### config.mk
export PLATFORM = sky130hd
export DESIGN_NAME = dhp_host_port
export DESIGN_NICKNAME = d
export VERILOG_FILES = /design/src/common/dhp_pkg.sv /design/src/hdl/dhp_chan_pins.sv /design/src/hdl/dhp_host_port.sv
export SDC_FILE = /design/constraint.sdc
export NUM_CORES = 1
export LEC_CHECK = 0
export BUFFER_PORTS_ARGS = -buffer_cell sky130_fd_sc_hd__buf_2
export CAP_MARGIN = 20
export CORE_AREA = 2 2 67 69
export DETAILED_ROUTE_END_ITERATION = 10
export DIE_AREA = 0 0 69 71
export GPL_TIMING_DRIVEN = 0
export PLACE_DENSITY = 0.76
export SYNTH_ARGS = -nofsm -noshare
export SYNTH_HDL_FRONTEND = slang
export SYNTH_SLANG_ARGS = --single-unit
### constraint.sdc
create_clock -name clk_i -period 2.5 [get_ports clk_i]
set_clock_uncertainty 0.15 [all_clocks]
set_input_delay 0 -clock clk_i [delete_from_list [all_inputs] [get_ports clk_i]]
set_output_delay 0 -clock clk_i [all_outputs]
set_load 0.01 [all_outputs]
### src/common/dhp_pkg.sv
// Shared constants and carrier types for the dual-channel host bus port
package dhp_pkg;

  // ----------------------------------------------------------------
  // Widths
  // ----------------------------------------------------------------
  localparam int DATA_W = 8;
  localparam int ADDR_W = 3;

  // ----------------------------------------------------------------
  // Encodings and values after reset
  // ----------------------------------------------------------------
  localparam logic              STYLE_STROBE = 1'b1;   // Separate read/write strobes
  localparam logic              STYLE_RW     = 1'b0;   // Chip select plus direction line
  localparam logic              CHAN_A       = 1'b0;
  localparam logic              CHAN_B       = 1'b1;
  localparam logic              RW_READ      = 1'b1;   // Direction line level for a read
  localparam logic              PREV_RST     = 1'b1;   // Treat a cycle as already seen
  localparam logic [DATA_W-1:0] DATA_RST     = 8'h00;
  localparam logic [ADDR_W-1:0] ADDR_RST     = 3'h0;

  // ----------------------------------------------------------------
  // Carrier types
  // ----------------------------------------------------------------
  // Request toward the two channel register files
  typedef struct packed {
    logic              rd;
    logic              wr;
    logic              chan;
    logic [ADDR_W-1:0] addr;
    logic [DATA_W-1:0] wdata;
  } dhp_reg_req_t;

  localparam dhp_reg_req_t REQ_RST = '0;

  // Per-channel status and interrupt pin group
  typedef struct packed {
    logic irq;
    logic irq_oe;
    logic out2_n;
    logic tx_rdy_n;
    logic rx_rdy_n;
  } dhp_pin_out_t;

  localparam dhp_pin_out_t PIN_RST = '{irq: 1'b0, irq_oe: 1'b0, out2_n: 1'b1,
                                       tx_rdy_n: 1'b1, rx_rdy_n: 1'b1};

  // Bus cycle sequencer states
  typedef enum logic [1:0] {
    ST_IDLE,
    ST_RD_ISSUE,
    ST_RD_HOLD,
    ST_WR_HOLD
  } dhp_state_t;

endpackage

### src/hdl/dhp_chan_pins.sv
// Per-channel interrupt, user output and ready pin driver
`timescale 1ns/1ps
module dhp_chan_pins (
  // Clock and reset
  input  wire logic          clk_i,
  input  wire logic          rst_i,
  // Configuration
  input  wire logic          open_drain_i,
  input  wire logic          out2_bit_i,
  // Channel state
  input  wire logic          irq_req_i,
  input  wire logic          irq_any_i,
  input  wire logic          tx_space_i,
  input  wire logic          rx_avail_i,
  // Pins
  output dhp_pkg::dhp_pin_out_t pins_o
);

  dhp_pkg::dhp_pin_out_t pins_reg;
  dhp_pkg::dhp_pin_out_t pins_next;

  // Next pin state
  always_comb begin
    pins_next          = pins_reg;
    pins_next.out2_n   = ~out2_bit_i;
    pins_next.tx_rdy_n = ~tx_space_i;
    pins_next.rx_rdy_n = ~rx_avail_i;
    if (open_drain_i) begin
      pins_next.irq    = 1'b0;
      pins_next.irq_oe = irq_any_i;
    end else begin
      pins_next.irq    = irq_req_i;
      pins_next.irq_oe = out2_bit_i;
    end
  end

  // Pin registers
  always_ff @(posedge clk_i) begin
    if (rst_i) begin
      pins_reg <= dhp_pkg::PIN_RST;
    end else begin
      pins_reg <= pins_next;
    end
  end

  assign pins_o = pins_reg;
endmodule

### src/hdl/dhp_host_port.sv
// Host bus port of a two-channel serial controller: strobe and rw styles
`timescale 1ns/1ps

module dhp_host_port (
  // Clock and reset
  input  wire logic                         clk_i,
  input  wire logic                         rst_i,
  // Bus style select
  input  wire logic                         bus_style_i,
  // Host bus pins
  input  wire logic                         read_strobe_n_i,
  input  wire logic                         write_strobe_n_i,
  input  wire logic                         chan_a_select_n_i,
  input  wire logic                         chan_b_select_n_i,
  input  wire logic [dhp_pkg::ADDR_W-1:0]   register_address_i,
  input  wire logic [dhp_pkg::DATA_W-1:0]   host_data_bus_i,
  output      logic [dhp_pkg::DATA_W-1:0]   host_data_bus_o,
  output      logic                         host_data_bus_oe_o,
  // Channel register access
  output dhp_pkg::dhp_reg_req_t             reg_req_o,
  input  wire logic [dhp_pkg::DATA_W-1:0]   chan_a_rdata_i,
  input  wire logic [dhp_pkg::DATA_W-1:0]   chan_b_rdata_i,
  // Channel state
  input  wire logic                         chan_a_out2_control_bit_i,
  input  wire logic                         chan_b_out2_control_bit_i,
  input  wire logic                         chan_a_irq_req_i,
  input  wire logic                         chan_b_irq_req_i,
  input  wire logic                         chan_a_tx_space_i,
  input  wire logic                         chan_b_tx_space_i,
  input  wire logic                         chan_a_rx_avail_i,
  input  wire logic                         chan_b_rx_avail_i,
  // Interrupt and user output pins
  output      logic                         chan_a_irq_out_o,
  output      logic                         chan_a_irq_out_oe_o,
  output      logic                         chan_b_irq_out_o,
  output      logic                         chan_b_irq_out_oe_o,
  output      logic                         chan_a_user_out2_n_o,
  output      logic                         chan_b_user_out2_n_o,
  // Ready pins
  output      logic                         chan_a_tx_ready_n_o,
  output      logic                         chan_a_rx_ready_n_o,
  output      logic                         chan_b_tx_ready_n_o,
  output      logic                         chan_b_rx_ready_n_o
);

  // ----------------------------------------------------------------
  // Cycle decode
  // ----------------------------------------------------------------
  logic strobe_style;
  logic cyc_rd_act;
  logic cyc_wr_act;
  logic start_chan;
  logic start_rd;
  logic start_wr;
  logic prev_rd_reg;
  logic prev_rd_next;
  logic prev_wr_reg;
  logic prev_wr_next;

  assign strobe_style = (bus_style_i == dhp_pkg::STYLE_STROBE);

  // Access levels per bus style; rw style never looks at the read strobe
  always_comb begin
    if (strobe_style) begin
      cyc_rd_act = !read_strobe_n_i
                   && (!chan_a_select_n_i || !chan_b_select_n_i);
      cyc_wr_act = !write_strobe_n_i
                   && (!chan_a_select_n_i || !chan_b_select_n_i);
      // Channel A wins when both selects are low
      start_chan = chan_a_select_n_i ? dhp_pkg::CHAN_B : dhp_pkg::CHAN_A;
    end else begin
      cyc_rd_act = !chan_a_select_n_i
                   && (write_strobe_n_i == dhp_pkg::RW_READ);
      cyc_wr_act = !chan_a_select_n_i
                   && (write_strobe_n_i != dhp_pkg::RW_READ);
      start_chan = chan_b_select_n_i;
    end
  end

  // Rising edges of the access levels; read wins a tie
  assign start_rd = cyc_rd_act && !prev_rd_reg;
  assign start_wr = cyc_wr_act && !prev_wr_reg && !start_rd;

  // Previous access levels
  always_comb begin
    prev_rd_next = cyc_rd_act;
    prev_wr_next = cyc_wr_act;
  end

  always_ff @(posedge clk_i) begin
    if (rst_i) begin
      prev_rd_reg <= dhp_pkg::PREV_RST;
      prev_wr_reg <= dhp_pkg::PREV_RST;
    end else begin
      prev_rd_reg <= prev_rd_next;
      prev_wr_reg <= prev_wr_next;
    end
  end

  // ----------------------------------------------------------------
  // Bus cycle sequencer
  // ----------------------------------------------------------------
  dhp_pkg::dhp_state_t                state_reg;
  dhp_pkg::dhp_state_t                state_next;
  dhp_pkg::dhp_reg_req_t              req_reg;
  dhp_pkg::dhp_reg_req_t              req_next;
  logic [dhp_pkg::DATA_W-1:0]         rdata_reg;
  logic [dhp_pkg::DATA_W-1:0]         rdata_next;
  logic [dhp_pkg::DATA_W-1:0]         hold_data_reg;
  logic [dhp_pkg::DATA_W-1:0]         hold_data_next;
  logic [dhp_pkg::ADDR_W-1:0]         hold_addr_reg;
  logic [dhp_pkg::ADDR_W-1:0]         hold_addr_next;
  logic                               hold_chan_reg;
  logic                               hold_chan_next;

  // Next state, request and captured bytes
  always_comb begin
    state_next     = state_reg;
    req_next       = req_reg;
    req_next.rd    = 1'b0;
    req_next.wr    = 1'b0;
    rdata_next     = rdata_reg;
    hold_data_next = hold_data_reg;
    hold_addr_next = hold_addr_reg;
    hold_chan_next = hold_chan_reg;
    case (state_reg)
      dhp_pkg::ST_IDLE: begin
        if (start_rd) begin
          // One-cycle read request with the address seen at the edge
          req_next.rd   = 1'b1;
          req_next.chan = start_chan;
          req_next.addr = register_address_i;
          state_next    = dhp_pkg::ST_RD_ISSUE;
        end else if (start_wr) begin
          hold_chan_next = start_chan;
          hold_addr_next = register_address_i;
          hold_data_next = host_data_bus_i;
          state_next     = dhp_pkg::ST_WR_HOLD;
        end
      end
      dhp_pkg::ST_RD_ISSUE: begin
        // Channel answers while the request is high
        rdata_next = (req_reg.chan == dhp_pkg::CHAN_B) ? chan_b_rdata_i
                                                       : chan_a_rdata_i;
        state_next = cyc_rd_act ? dhp_pkg::ST_RD_HOLD : dhp_pkg::ST_IDLE;
      end
      dhp_pkg::ST_RD_HOLD: begin
        if (!cyc_rd_act) begin
          state_next = dhp_pkg::ST_IDLE;
        end
      end
      dhp_pkg::ST_WR_HOLD: begin
        if (cyc_wr_act) begin
          // Track the bus up to the closing edge
          hold_data_next = host_data_bus_i;
          hold_addr_next = register_address_i;
        end else begin
          req_next.wr    = 1'b1;
          req_next.chan  = hold_chan_reg;
          req_next.addr  = hold_addr_reg;
          req_next.wdata = hold_data_reg;
          state_next     = dhp_pkg::ST_IDLE;
        end
      end
      default: begin
        state_next = dhp_pkg::ST_IDLE;
      end
    endcase
  end

  // Sequencer registers
  always_ff @(posedge clk_i) begin
    if (rst_i) begin
      state_reg     <= dhp_pkg::ST_IDLE;
      req_reg       <= dhp_pkg::REQ_RST;
      rdata_reg     <= dhp_pkg::DATA_RST;
      hold_data_reg <= dhp_pkg::DATA_RST;
      hold_addr_reg <= dhp_pkg::ADDR_RST;
      hold_chan_reg <= dhp_pkg::CHAN_A;
    end else begin
      state_reg     <= state_next;
      req_reg       <= req_next;
      rdata_reg     <= rdata_next;
      hold_data_reg <= hold_data_next;
      hold_addr_reg <= hold_addr_next;
      hold_chan_reg <= hold_chan_next;
    end
  end

  // Drive the bus only while the read is still held
  assign reg_req_o          = req_reg;
  assign host_data_bus_o    = rdata_reg;
  assign host_data_bus_oe_o = (state_reg == dhp_pkg::ST_RD_HOLD) && cyc_rd_act;

  // ----------------------------------------------------------------
  // Interrupt, user output and ready pins
  // ----------------------------------------------------------------
  dhp_pkg::dhp_pin_out_t pins_a;
  dhp_pkg::dhp_pin_out_t pins_b;
  logic                  irq_any;

  assign irq_any = chan_a_irq_req_i || chan_b_irq_req_i;

  dhp_chan_pins u_pins_a (
    .clk_i        (clk_i),
    .rst_i        (rst_i),
    .open_drain_i (!strobe_style),
    .out2_bit_i   (chan_a_out2_control_bit_i),
    .irq_req_i    (chan_a_irq_req_i),
    .irq_any_i    (irq_any),
    .tx_space_i   (chan_a_tx_space_i),
    .rx_avail_i   (chan_a_rx_avail_i),
    .pins_o       (pins_a)
  );

  dhp_chan_pins u_pins_b (
    .clk_i        (clk_i),
    .rst_i        (rst_i),
    .open_drain_i (1'b0),
    .out2_bit_i   (chan_b_out2_control_bit_i),
    .irq_req_i    (chan_b_irq_req_i),
    .irq_any_i    (1'b0),
    .tx_space_i   (chan_b_tx_space_i),
    .rx_avail_i   (chan_b_rx_avail_i),
    .pins_o       (pins_b)
  );

  // Pin groups onto ports
  assign chan_a_irq_out_o     = pins_a.irq;
  assign chan_a_irq_out_oe_o  = pins_a.irq_oe;
  assign chan_b_irq_out_o     = pins_b.irq;
  assign chan_b_irq_out_oe_o  = pins_b.irq_oe;
  assign chan_a_user_out2_n_o = pins_a.out2_n;
  assign chan_b_user_out2_n_o = pins_b.out2_n;
  assign chan_a_tx_ready_n_o  = pins_a.tx_rdy_n;
  assign chan_a_rx_ready_n_o  = pins_a.rx_rdy_n;
  assign chan_b_tx_ready_n_o  = pins_b.tx_rdy_n;
  assign chan_b_rx_ready_n_o  = pins_b.rx_rdy_n;
endmodule

==> impl_metrics.prom, run 1 <==
# TYPE chip_impl_metric gauge
chip_impl_info{name="worstSetupEndpointType",value="flop"} 1
chip_impl_info{name="synth_top_family_by_area",value="compound AO/OA/AOI/OAI gates"} 1
chip_impl_metric{name="initialDrtViolationCount",unit=""} 95
chip_impl_metric{name="static_leak",unit="nW"} 1.33
chip_impl_metric{name="synth_seq_cells",unit=""} 48
chip_impl_metric{name="placement.cell_area",unit="µm²"} 2350
chip_impl_metric{name="grt_start_max_net_pins",unit=""} 16
chip_impl_metric{name="yosys-mux-area-fraction",unit=""} 0.0580
chip_impl_metric{name="drive_above_1_share",unit=""} 0.289
chip_impl_metric{name="grt_pass1_vias",unit=""} 1859
chip_impl_metric{name="synth-seq-area-share",unit=""} 0.501
chip_impl_metric{name="power.density_cell_area",unit="nW/µm²"} 622
chip_impl_info{name="yosys-top-cells-area",value="sky130_fd_sc_hd__dfxtp_1 (50%), sky130_fd_sc_hd__nand2_1 (6.8%), sky130_fd_sc_hd__a21oi_1 (6.0%), sky130_fd_sc_hd__mux2i_1 (5.2%), sky130_fd_sc_hd__a31o_1 (5.0%)"} 1
chip_impl_metric{name="syn-num-nets",unit=""} 254
chip_impl_metric{name="start_util",unit=""} 0.457
chip_impl_metric{name="max_slew_margin",unit=""} 0.589
chip_impl_info{name="result_of_the_run",value="finished clean"} 1
chip_impl_metric{name="drcViolationCount",unit=""} 0
chip_impl_metric{name="largest_register_ffs",unit=""} 14
chip_impl_metric{name="ant_nets",unit=""} 0
chip_impl_metric{name="arrival",unit="ns"} 2.47
chip_impl_metric{name="finalWirelength",unit="µm"} 5010
chip_impl_metric{name="hold-worst-slack",unit="ns"} 0.0305
chip_impl_metric{name="mappedNetlistArea",unit="µm²"} 1920
chip_impl_metric{name="final_max_slew_viol_count",unit=""} 0
chip_impl_metric{name="route.detailed.wl_per_inst",unit="µm"} 12.9
chip_impl_metric{name="synth_simple_gate_area_frac",unit=""} 0.173
chip_impl_info{name="most_frequently_used_flop_master_after_synthesis",value="sky130_fd_sc_hd__dfxtp_1"} 1
chip_impl_info{name="synthMostInstantiatedCell",value="sky130_fd_sc_hd__dfxtp_1"} 1
chip_impl_metric{name="design.core.area",unit="µm²"} 4200
chip_impl_info{name="critical_path.startpoint_type",value="flop"} 1
chip_impl_metric{name="finalPower",unit="mW"} 1.84
chip_impl_metric{name="post_synth.cell_area_avg",unit="µm²"} 9.05
chip_impl_metric{name="yosys.area_share.xor_xnor",unit=""} 0
chip_impl_metric{name="critPathRequiredTime",unit="ns"} 2.54
chip_impl_metric{name="final-hold-violation-count",unit=""} 0
chip_impl_metric{name="critPathMaxStageDelay",unit="ns"} 0.54
chip_impl_metric{name="syn2layout_area_growth",unit="%"} 54.4
chip_impl_metric{name="timing.final.crit_share",unit=""} 0.972
chip_impl_metric{name="n_antenna_cell",unit=""} 0
chip_impl_info{name="clock_tree_from_tritoncts",value="built"} 1
chip_impl_metric{name="netlist-cell-type-count",unit=""} 36
chip_impl_metric{name="io_buffers",unit=""} 74
chip_impl_metric{name="routed_via_count_divided_by_cell_count",unit=""} 4.94
chip_impl_metric{name="grt_pass1_wl",unit="µm"} 8380
chip_impl_metric{name="synth-async-reset-ratio",unit=""} 0
chip_impl_metric{name="fmax",unit="GHz"} 0.412
chip_impl_metric{name="cap_viol_max_count",unit=""} 0
chip_impl_metric{name="clock_tree.buffer_depth",unit=""} 2
chip_impl_metric{name="cts_made_buffers",unit=""} 5
chip_impl_metric{name="globalRouteTotalUtil",unit=""} 0.211
chip_impl_metric{name="synth_compound_gate_area_share",unit=""} 0.218
chip_impl_metric{name="clock_sinks",unit=""} 48
chip_impl_metric{name="clkSlewWorstSetupHoldPaths",unit="ns"} 0.08
chip_impl_metric{name="via_count",unit=""} 1916
chip_impl_info{name="hold_class",value="input port to flop"} 1
chip_impl_metric{name="final_design_area_no_fill",unit="µm²"} 2960
chip_impl_metric{name="final_nets",unit=""} 377
chip_impl_metric{name="place.detailed.hpwl",unit="µm"} 3100
chip_impl_metric{name="worst_slew_pin_tran",unit="ns"} 0.616
chip_impl_metric{name="design.die.area",unit="µm²"} 4900
chip_impl_metric{name="final-seq-area",unit="µm²"} 963
chip_impl_metric{name="synth_enable_flop_cells",unit=""} 0
chip_impl_metric{name="place_congestion",unit=""} 0.711
chip_impl_metric{name="post-route-min-period",unit="ns"} 2.43
chip_impl_metric{name="floorplan.die.width",unit="µm"} 69
chip_impl_metric{name="layout.filler_cells",unit=""} 349
chip_impl_metric{name="drt_first_pass_iters",unit=""} 4
chip_impl_metric{name="die-height",unit="µm"} 71
chip_impl_metric{name="yosys_warnings",unit=""} 0
chip_impl_info{name="ranking_of_synthesized_cells_by_instance_count",value="sky130_fd_sc_hd__dfxtp_1 (48), sky130_fd_sc_hd__nand2_1 (35), sky130_fd_sc_hd__a21oi_1 (23)"} 1
chip_impl_metric{name="utilization",unit=""} 0.705
chip_impl_metric{name="critPathMaxFanout",unit=""} 10
chip_impl_metric{name="synth-adder-area-share",unit=""} 0
chip_impl_info{name="synth_top_area_cell",value="sky130_fd_sc_hd__dfxtp_1"} 1
chip_impl_info{name="type_of_the_worst_setup_path",value="flop to flop"} 1
chip_impl_metric{name="clock_insertion_delay_worst_skew",unit="ns"} 0.30
chip_impl_info{name="critical_path.slowest_cell",value="sky130_fd_sc_hd__dlygate4sd3_1"} 1
chip_impl_metric{name="vdd.ir_drop.worst",unit="mV"} 0.380
chip_impl_info{name="worstPathCellList",value="or2_2 > o41ai_4 > buf_6 > a21oi_1 > a31o_1 > dlygate4sd3_1"} 1
chip_impl_metric{name="postSynthCellCount",unit=""} 212
chip_impl_metric{name="netlist.area_leader.share",unit=""} 0.501
chip_impl_metric{name="final-setup-viol-count",unit=""} 0
chip_impl_metric{name="grt_remaining_overflow",unit=""} 0
chip_impl_metric{name="dp_worst_setup_slack",unit="ns"} 0.533
chip_impl_metric{name="io_pins",unit=""} 75
chip_impl_metric{name="post-route-worst-setup-slack",unit="ns"} 0.0711
chip_impl_info{name="cts_root_buffer",value="sky130_fd_sc_hd__clkbuf_8"} 1
chip_impl_metric{name="rows",unit=""} 24
chip_impl_metric{name="multi_input_area",unit="µm²"} 876
chip_impl_metric{name="initial_antenna_violation_count",unit=""} 0
chip_impl_metric{name="number_of_levels_the_h_tree_was_split_into",unit=""} 2
per-layer routing:
metal | routed length [µm] | up-vias | global-route usage
li1 | - | 978 | -
met2 | 2480 | 65 | 0.368
met1 | 2090 | 866 | 0.249
met3 | 372 | 7 | 0.0755
met5 | 0 | - | 0
met4 | 57 | 0 | 0.0523
layout by cell type (no fill, tap or decap), types with 5 or more instances in the layout:
cell type	n
sky130_fd_sc_hd__clkbuf_1	9
sky130_fd_sc_hd__a31o_1	11
sky130_fd_sc_hd__buf_2	76
sky130_fd_sc_hd__a211oi_1	9
sky130_fd_sc_hd__dfxtp_1	46
sky130_fd_sc_hd__nor2b_1	6
sky130_fd_sc_hd__nor2_1	19
sky130_fd_sc_hd__nand2_1	35
sky130_fd_sc_hd__clkbuf_8	5
sky130_fd_sc_hd__inv_1	6
sky130_fd_sc_hd__mux2i_1	10
sky130_fd_sc_hd__dlygate4sd3_1	43
sky130_fd_sc_hd__a21oi_1	23
cells by family after synthesis:
| logic type | count (synthesis) |
|---|---|
| mux | 11 |
| compound gates | 57 |
| simple gates | 74 |
| buf+inv | 22 |
| flops | 48 |
cell type report:
cell class / count / share of cell area
multi-input combinational: 142 / 0.295
inverter: 6 / 0.00760
buffer: 14 / 0.0236
clock inverter: 3 / 0.0304
timing repair buffer: 118 / 0.273
clock buffer: 5 / 0.0232
sequential: 48 / 0.325
tap: 52 / 0.0220
through the flow:
step / setup TNS, ns / std cells
global placement: 0 / 338
CTS: 0 / 389
global route: -0.0226 / 388
floorplan: 0 / 212
finish: 0 / 388
detailed placement: 0 / 338
critical path, delay by kind of cell (launching register included):
family          cells  cell delay, ns
compound gates      3            0.70
flops               1            0.37
simple gates        1            0.35
buf+inv             2            0.74
path summary, 6_finish.rpt:
| kind | endpoint | depth (start not counted) | startpoint | slack (ns) |
|---|---|---|---|---|
| hold / removal | state_reg[1] | 5 | write_strobe_n_i | 0.03 |
| setup / recovery | hold_addr_reg[2] | 6 | state_reg[1] | 0.07 |
| hold reg to reg | reg_req_o[5] | 2 | reg_req_o[5] | 0.30 |
| setup reg to reg | hold_addr_reg[2] | 6 | state_reg[1] | 0.07 |
timing repair:
action	CTS	global route
resized for setup	0	5
endpoints found under the setup margin	0	2
buffers inserted	0	1
hold endpoints to repair	34	0
hold buffers	43	0
power breakdown:
part	internal (mW)	total, mW	switching [mW]
logic	0.145	0.268	0.124
clock network	0.500	0.758	0.258
registers	0.798	0.817	0.0191
No activity file was read; power rests on OpenSTA's default activity.
==> inputs of run 2 (changes only) <==
--- a/config.mk
+++ b/config.mk
@@ -5,6 +5,7 @@
 export SDC_FILE = /design/constraint.sdc
 export NUM_CORES = 1
 export LEC_CHECK = 0
+export ABC_AREA = 1
 export BUFFER_PORTS_ARGS = -buffer_cell sky130_fd_sc_hd__buf_2
 export CAP_MARGIN = 20
 export CORE_AREA = 2 2 67 69
==> impl_metrics.prom, run 2 <==
# TYPE chip_impl_metric gauge
chip_impl_metric{name="arrival",unit="ns"} 2.07
chip_impl_metric{name="ant_nets",unit=""} 0
chip_impl_metric{name="critPathMaxFanout",unit=""} 10
chip_impl_info{name="layout_commonest_cell",value="sky130_fd_sc_hd__buf_2"} 1
chip_impl_metric{name="largest_register_ffs",unit=""} 14
chip_impl_metric{name="cts_made_buffers",unit=""} 5
chip_impl_info{name="cts_root_buffer",value="sky130_fd_sc_hd__clkbuf_8"} 1
chip_impl_metric{name="netlist.area_leader.share",unit=""} 0.500
chip_impl_metric{name="post_synth.cell_area_avg",unit="µm²"} 7.71
chip_impl_info{name="type_of_the_worst_setup_path",value="flop to flop"} 1
chip_impl_metric{name="final-setup-viol-count",unit=""} 0
chip_impl_info{name="critical_path.startpoint_type",value="flop"} 1
chip_impl_info{name="clock_tree_from_tritoncts",value="built"} 1
chip_impl_metric{name="io_pins",unit=""} 75
chip_impl_metric{name="synth_enable_flop_cells",unit=""} 0
chip_impl_metric{name="post_cts_resize_count",unit=""} 0
chip_impl_metric{name="final_design_area_no_fill",unit="µm²"} 2900
chip_impl_metric{name="rows",unit=""} 24
chip_impl_metric{name="worst_slew_pin_tran",unit="ns"} 0.489
chip_impl_metric{name="place.detailed.hpwl",unit="µm"} 3120
chip_impl_metric{name="cap_viol_max_count",unit=""} 0
chip_impl_metric{name="die-height",unit="µm"} 71
chip_impl_metric{name="timing.setup.tns",unit="ns"} 0
chip_impl_metric{name="fmax",unit="GHz"} 0.505
chip_impl_metric{name="synth-seq-area-share",unit=""} 0.500
chip_impl_metric{name="final-hold-violation-count",unit=""} 0
chip_impl_metric{name="final_nets",unit=""} 417
chip_impl_metric{name="globalRouteTotalUtil",unit=""} 0.220
chip_impl_metric{name="placement.cell_area",unit="µm²"} 2360
chip_impl_metric{name="route.detailed.wl_per_inst",unit="µm"} 12.1
chip_impl_metric{name="clock_tree.buffer_depth",unit=""} 2
chip_impl_metric{name="dp_worst_setup_slack",unit="ns"} 0.940
chip_impl_metric{name="grt_remaining_overflow",unit=""} 0
chip_impl_metric{name="synth_seq_cells",unit=""} 48
chip_impl_info{name="result_of_the_run",value="finished clean"} 1
chip_impl_metric{name="vdd.ir_drop.worst",unit="mV"} 0.424
chip_impl_metric{name="cell_count_of_the_worst_reg_to_reg_path",unit=""} 6
chip_impl_metric{name="yosys_warnings",unit=""} 0
chip_impl_metric{name="timing.final.crit_share",unit=""} 0.792
chip_impl_metric{name="layout.filler_cells",unit=""} 349
chip_impl_metric{name="routed_via_count_divided_by_cell_count",unit=""} 4.89
chip_impl_metric{name="post-cts-setup-buffers",unit=""} 0
chip_impl_metric{name="clkSlewWorstSetupHoldPaths",unit="ns"} 0.09
chip_impl_metric{name="clock_sinks",unit=""} 48
chip_impl_metric{name="grt_start_max_net_pins",unit=""} 14
chip_impl_metric{name="place_congestion",unit=""} 0.810
chip_impl_metric{name="drive_above_1_share",unit=""} 0.285
chip_impl_metric{name="post-route-min-period",unit="ns"} 1.98
chip_impl_metric{name="grt_pass1_vias",unit=""} 1998
chip_impl_metric{name="mappedNetlistArea",unit="µm²"} 1920
chip_impl_metric{name="final_max_slew_viol_count",unit=""} 0
chip_impl_metric{name="hold-worst-slack",unit="ns"} 0.258
chip_impl_metric{name="initial_antenna_violation_count",unit=""} 0
chip_impl_info{name="yosys-top-cells-area",value="sky130_fd_sc_hd__dfxtp_1 (50%), sky130_fd_sc_hd__nand2_1 (12%), sky130_fd_sc_hd__a21oi_1 (5.7%), sky130_fd_sc_hd__nand3_2 (4.7%), sky130_fd_sc_hd__nor2_1 (4.3%)"} 1
chip_impl_metric{name="hold_path_depth",unit=""} 3
chip_impl_metric{name="netlist-cell-type-count",unit=""} 24
chip_impl_metric{name="drcViolationCount",unit=""} 0
chip_impl_info{name="hold_class",value="input port to flop"} 1
chip_impl_metric{name="critPathRequiredTime",unit="ns"} 2.59
chip_impl_metric{name="grt_pass1_wl",unit="µm"} 8850
chip_impl_metric{name="drt_first_pass_iters",unit=""} 6
chip_impl_info{name="synth_top_area_cell",value="sky130_fd_sc_hd__dfxtp_1"} 1
chip_impl_info{name="ranking_of_synthesized_cells_by_instance_count",value="sky130_fd_sc_hd__nand2_1 (63), sky130_fd_sc_hd__dfxtp_1 (48), sky130_fd_sc_hd__a21oi_1 (22), sky130_fd_sc_hd__nor2_1 (22), sky130_fd_sc_hd__inv_1 (20)"} 1
chip_impl_metric{name="initialDrtViolationCount",unit=""} 77
chip_impl_metric{name="post-route-worst-setup-slack",unit="ns"} 0.521
chip_impl_metric{name="syn-num-nets",unit=""} 291
chip_impl_metric{name="io_buffers",unit=""} 74
chip_impl_metric{name="via_count",unit=""} 2093
chip_impl_metric{name="floorplan.die.width",unit="µm"} 69
chip_impl_metric{name="design.core.area",unit="µm²"} 4200
chip_impl_metric{name="static_leak",unit="nW"} 1.51
chip_impl_metric{name="finalWirelength",unit="µm"} 5200
chip_impl_metric{name="number_of_levels_the_h_tree_was_split_into",unit=""} 2
chip_impl_info{name="worstSetupEndpointType",value="flop"} 1
chip_impl_info{name="most_frequently_used_flop_master_after_synthesis",value="sky130_fd_sc_hd__dfxtp_1"} 1
chip_impl_metric{name="cts_hold_repair.buffers",unit=""} 45
chip_impl_metric{name="n_antenna_cell",unit=""} 0
chip_impl_metric{name="synth-async-reset-ratio",unit=""} 0
chip_impl_metric{name="start_util",unit=""} 0.457
chip_impl_info{name="synthMostInstantiatedCell",value="sky130_fd_sc_hd__nand2_1"} 1
chip_impl_metric{name="syn2layout_area_growth",unit="%"} 50.8
chip_impl_metric{name="power.density_cell_area",unit="nW/µm²"} 624
chip_impl_metric{name="max_slew_margin",unit=""} 0.674
chip_impl_metric{name="postSynthCellCount",unit=""} 249
chip_impl_metric{name="design.die.area",unit="µm²"} 4900
chip_impl_info{name="mostFrequentLayoutCells",value="sky130_fd_sc_hd__buf_2 (78), sky130_fd_sc_hd__nand2_1 (63), sky130_fd_sc_hd__dfxtp_1 (48), sky130_fd_sc_hd__dlygate4sd3_1 (45)"} 1
chip_impl_metric{name="clock_insertion_delay_worst_skew",unit="ns"} 0.30
chip_impl_info{name="unrepaired_setup_endpoints_after_global_routing",value="no"} 1
-- run 2: cell families (layout without fill, tap and decap cells) --
family	count (synthesis)	count (layout)	share of synthesized area
DFF	48	48	0.500
buffers and inverters	38	165	0.0866
and+or+nand+nor	115	115	0.282
AOI/OAI and AO/OA	48	48	0.131
-- run 2: metrics by stage --
step,power [mW],std cells,utilization
floorplan,1.13,249,-
global placement,1.26,375,0.560
CTS,1.81,428,0.689
detailed placement,1.26,375,0.560
global route,1.91,428,0.689
finish,1.81,428,0.689
-- run 2: critical path, cell delays in order (launching register included) --
cell	delay (ns)
sky130_fd_sc_hd__dfxtp_1	0.39
sky130_fd_sc_hd__inv_2	0.05
sky130_fd_sc_hd__nor2_2	0.25
sky130_fd_sc_hd__buf_2	0.27
sky130_fd_sc_hd__o21ai_1	0.08
sky130_fd_sc_hd__a31oi_1	0.16
sky130_fd_sc_hd__dlygate4sd3_1	0.56
-- run 2: routing by layer --
layer / up-vias / track usage / routed length (µm)
li1: 1050 / - / -
met1: 964 / 0.256 / 2110
met2: 68 / 0.391 / 2750
met3: 11 / 0.0556 / 243
met4: 0 / 0.0828 / 105
met5: - / 0 / 0
-- run 2: power breakdown --
part | switching (mW) | leakage, nW | internal [mW]
logic | 0.238 | 1.07 | 0.220
clock network | 0.243 | 0.0455 | 0.226
registers | 0.0375 | 0.393 | 0.845
-- run 2: cell type report --
type	count	area, µm²	area share
repair buffers	119	821	0.283
inverters	26	97.6	0.0337
flip-flops and latches	48	961	0.332
multi-input cells	163	793	0.274
well taps	52	65.1	0.0225
clock buffers	8	90.1	0.0311
plain buffers	12	68.8	0.0238
-- run 2: worst paths after layout --
kind	to	from	slack, ns
max	host_data_bus_o[6]	state_reg[0]	0.52
max reg2reg	host_data_bus_o[6]	state_reg[0]	0.52
min reg2reg	reg_req_o[6]	hold_data_reg[6]	0.31
min	u_pins_a.pins_o[1]	chan_a_tx_space_i	0.26
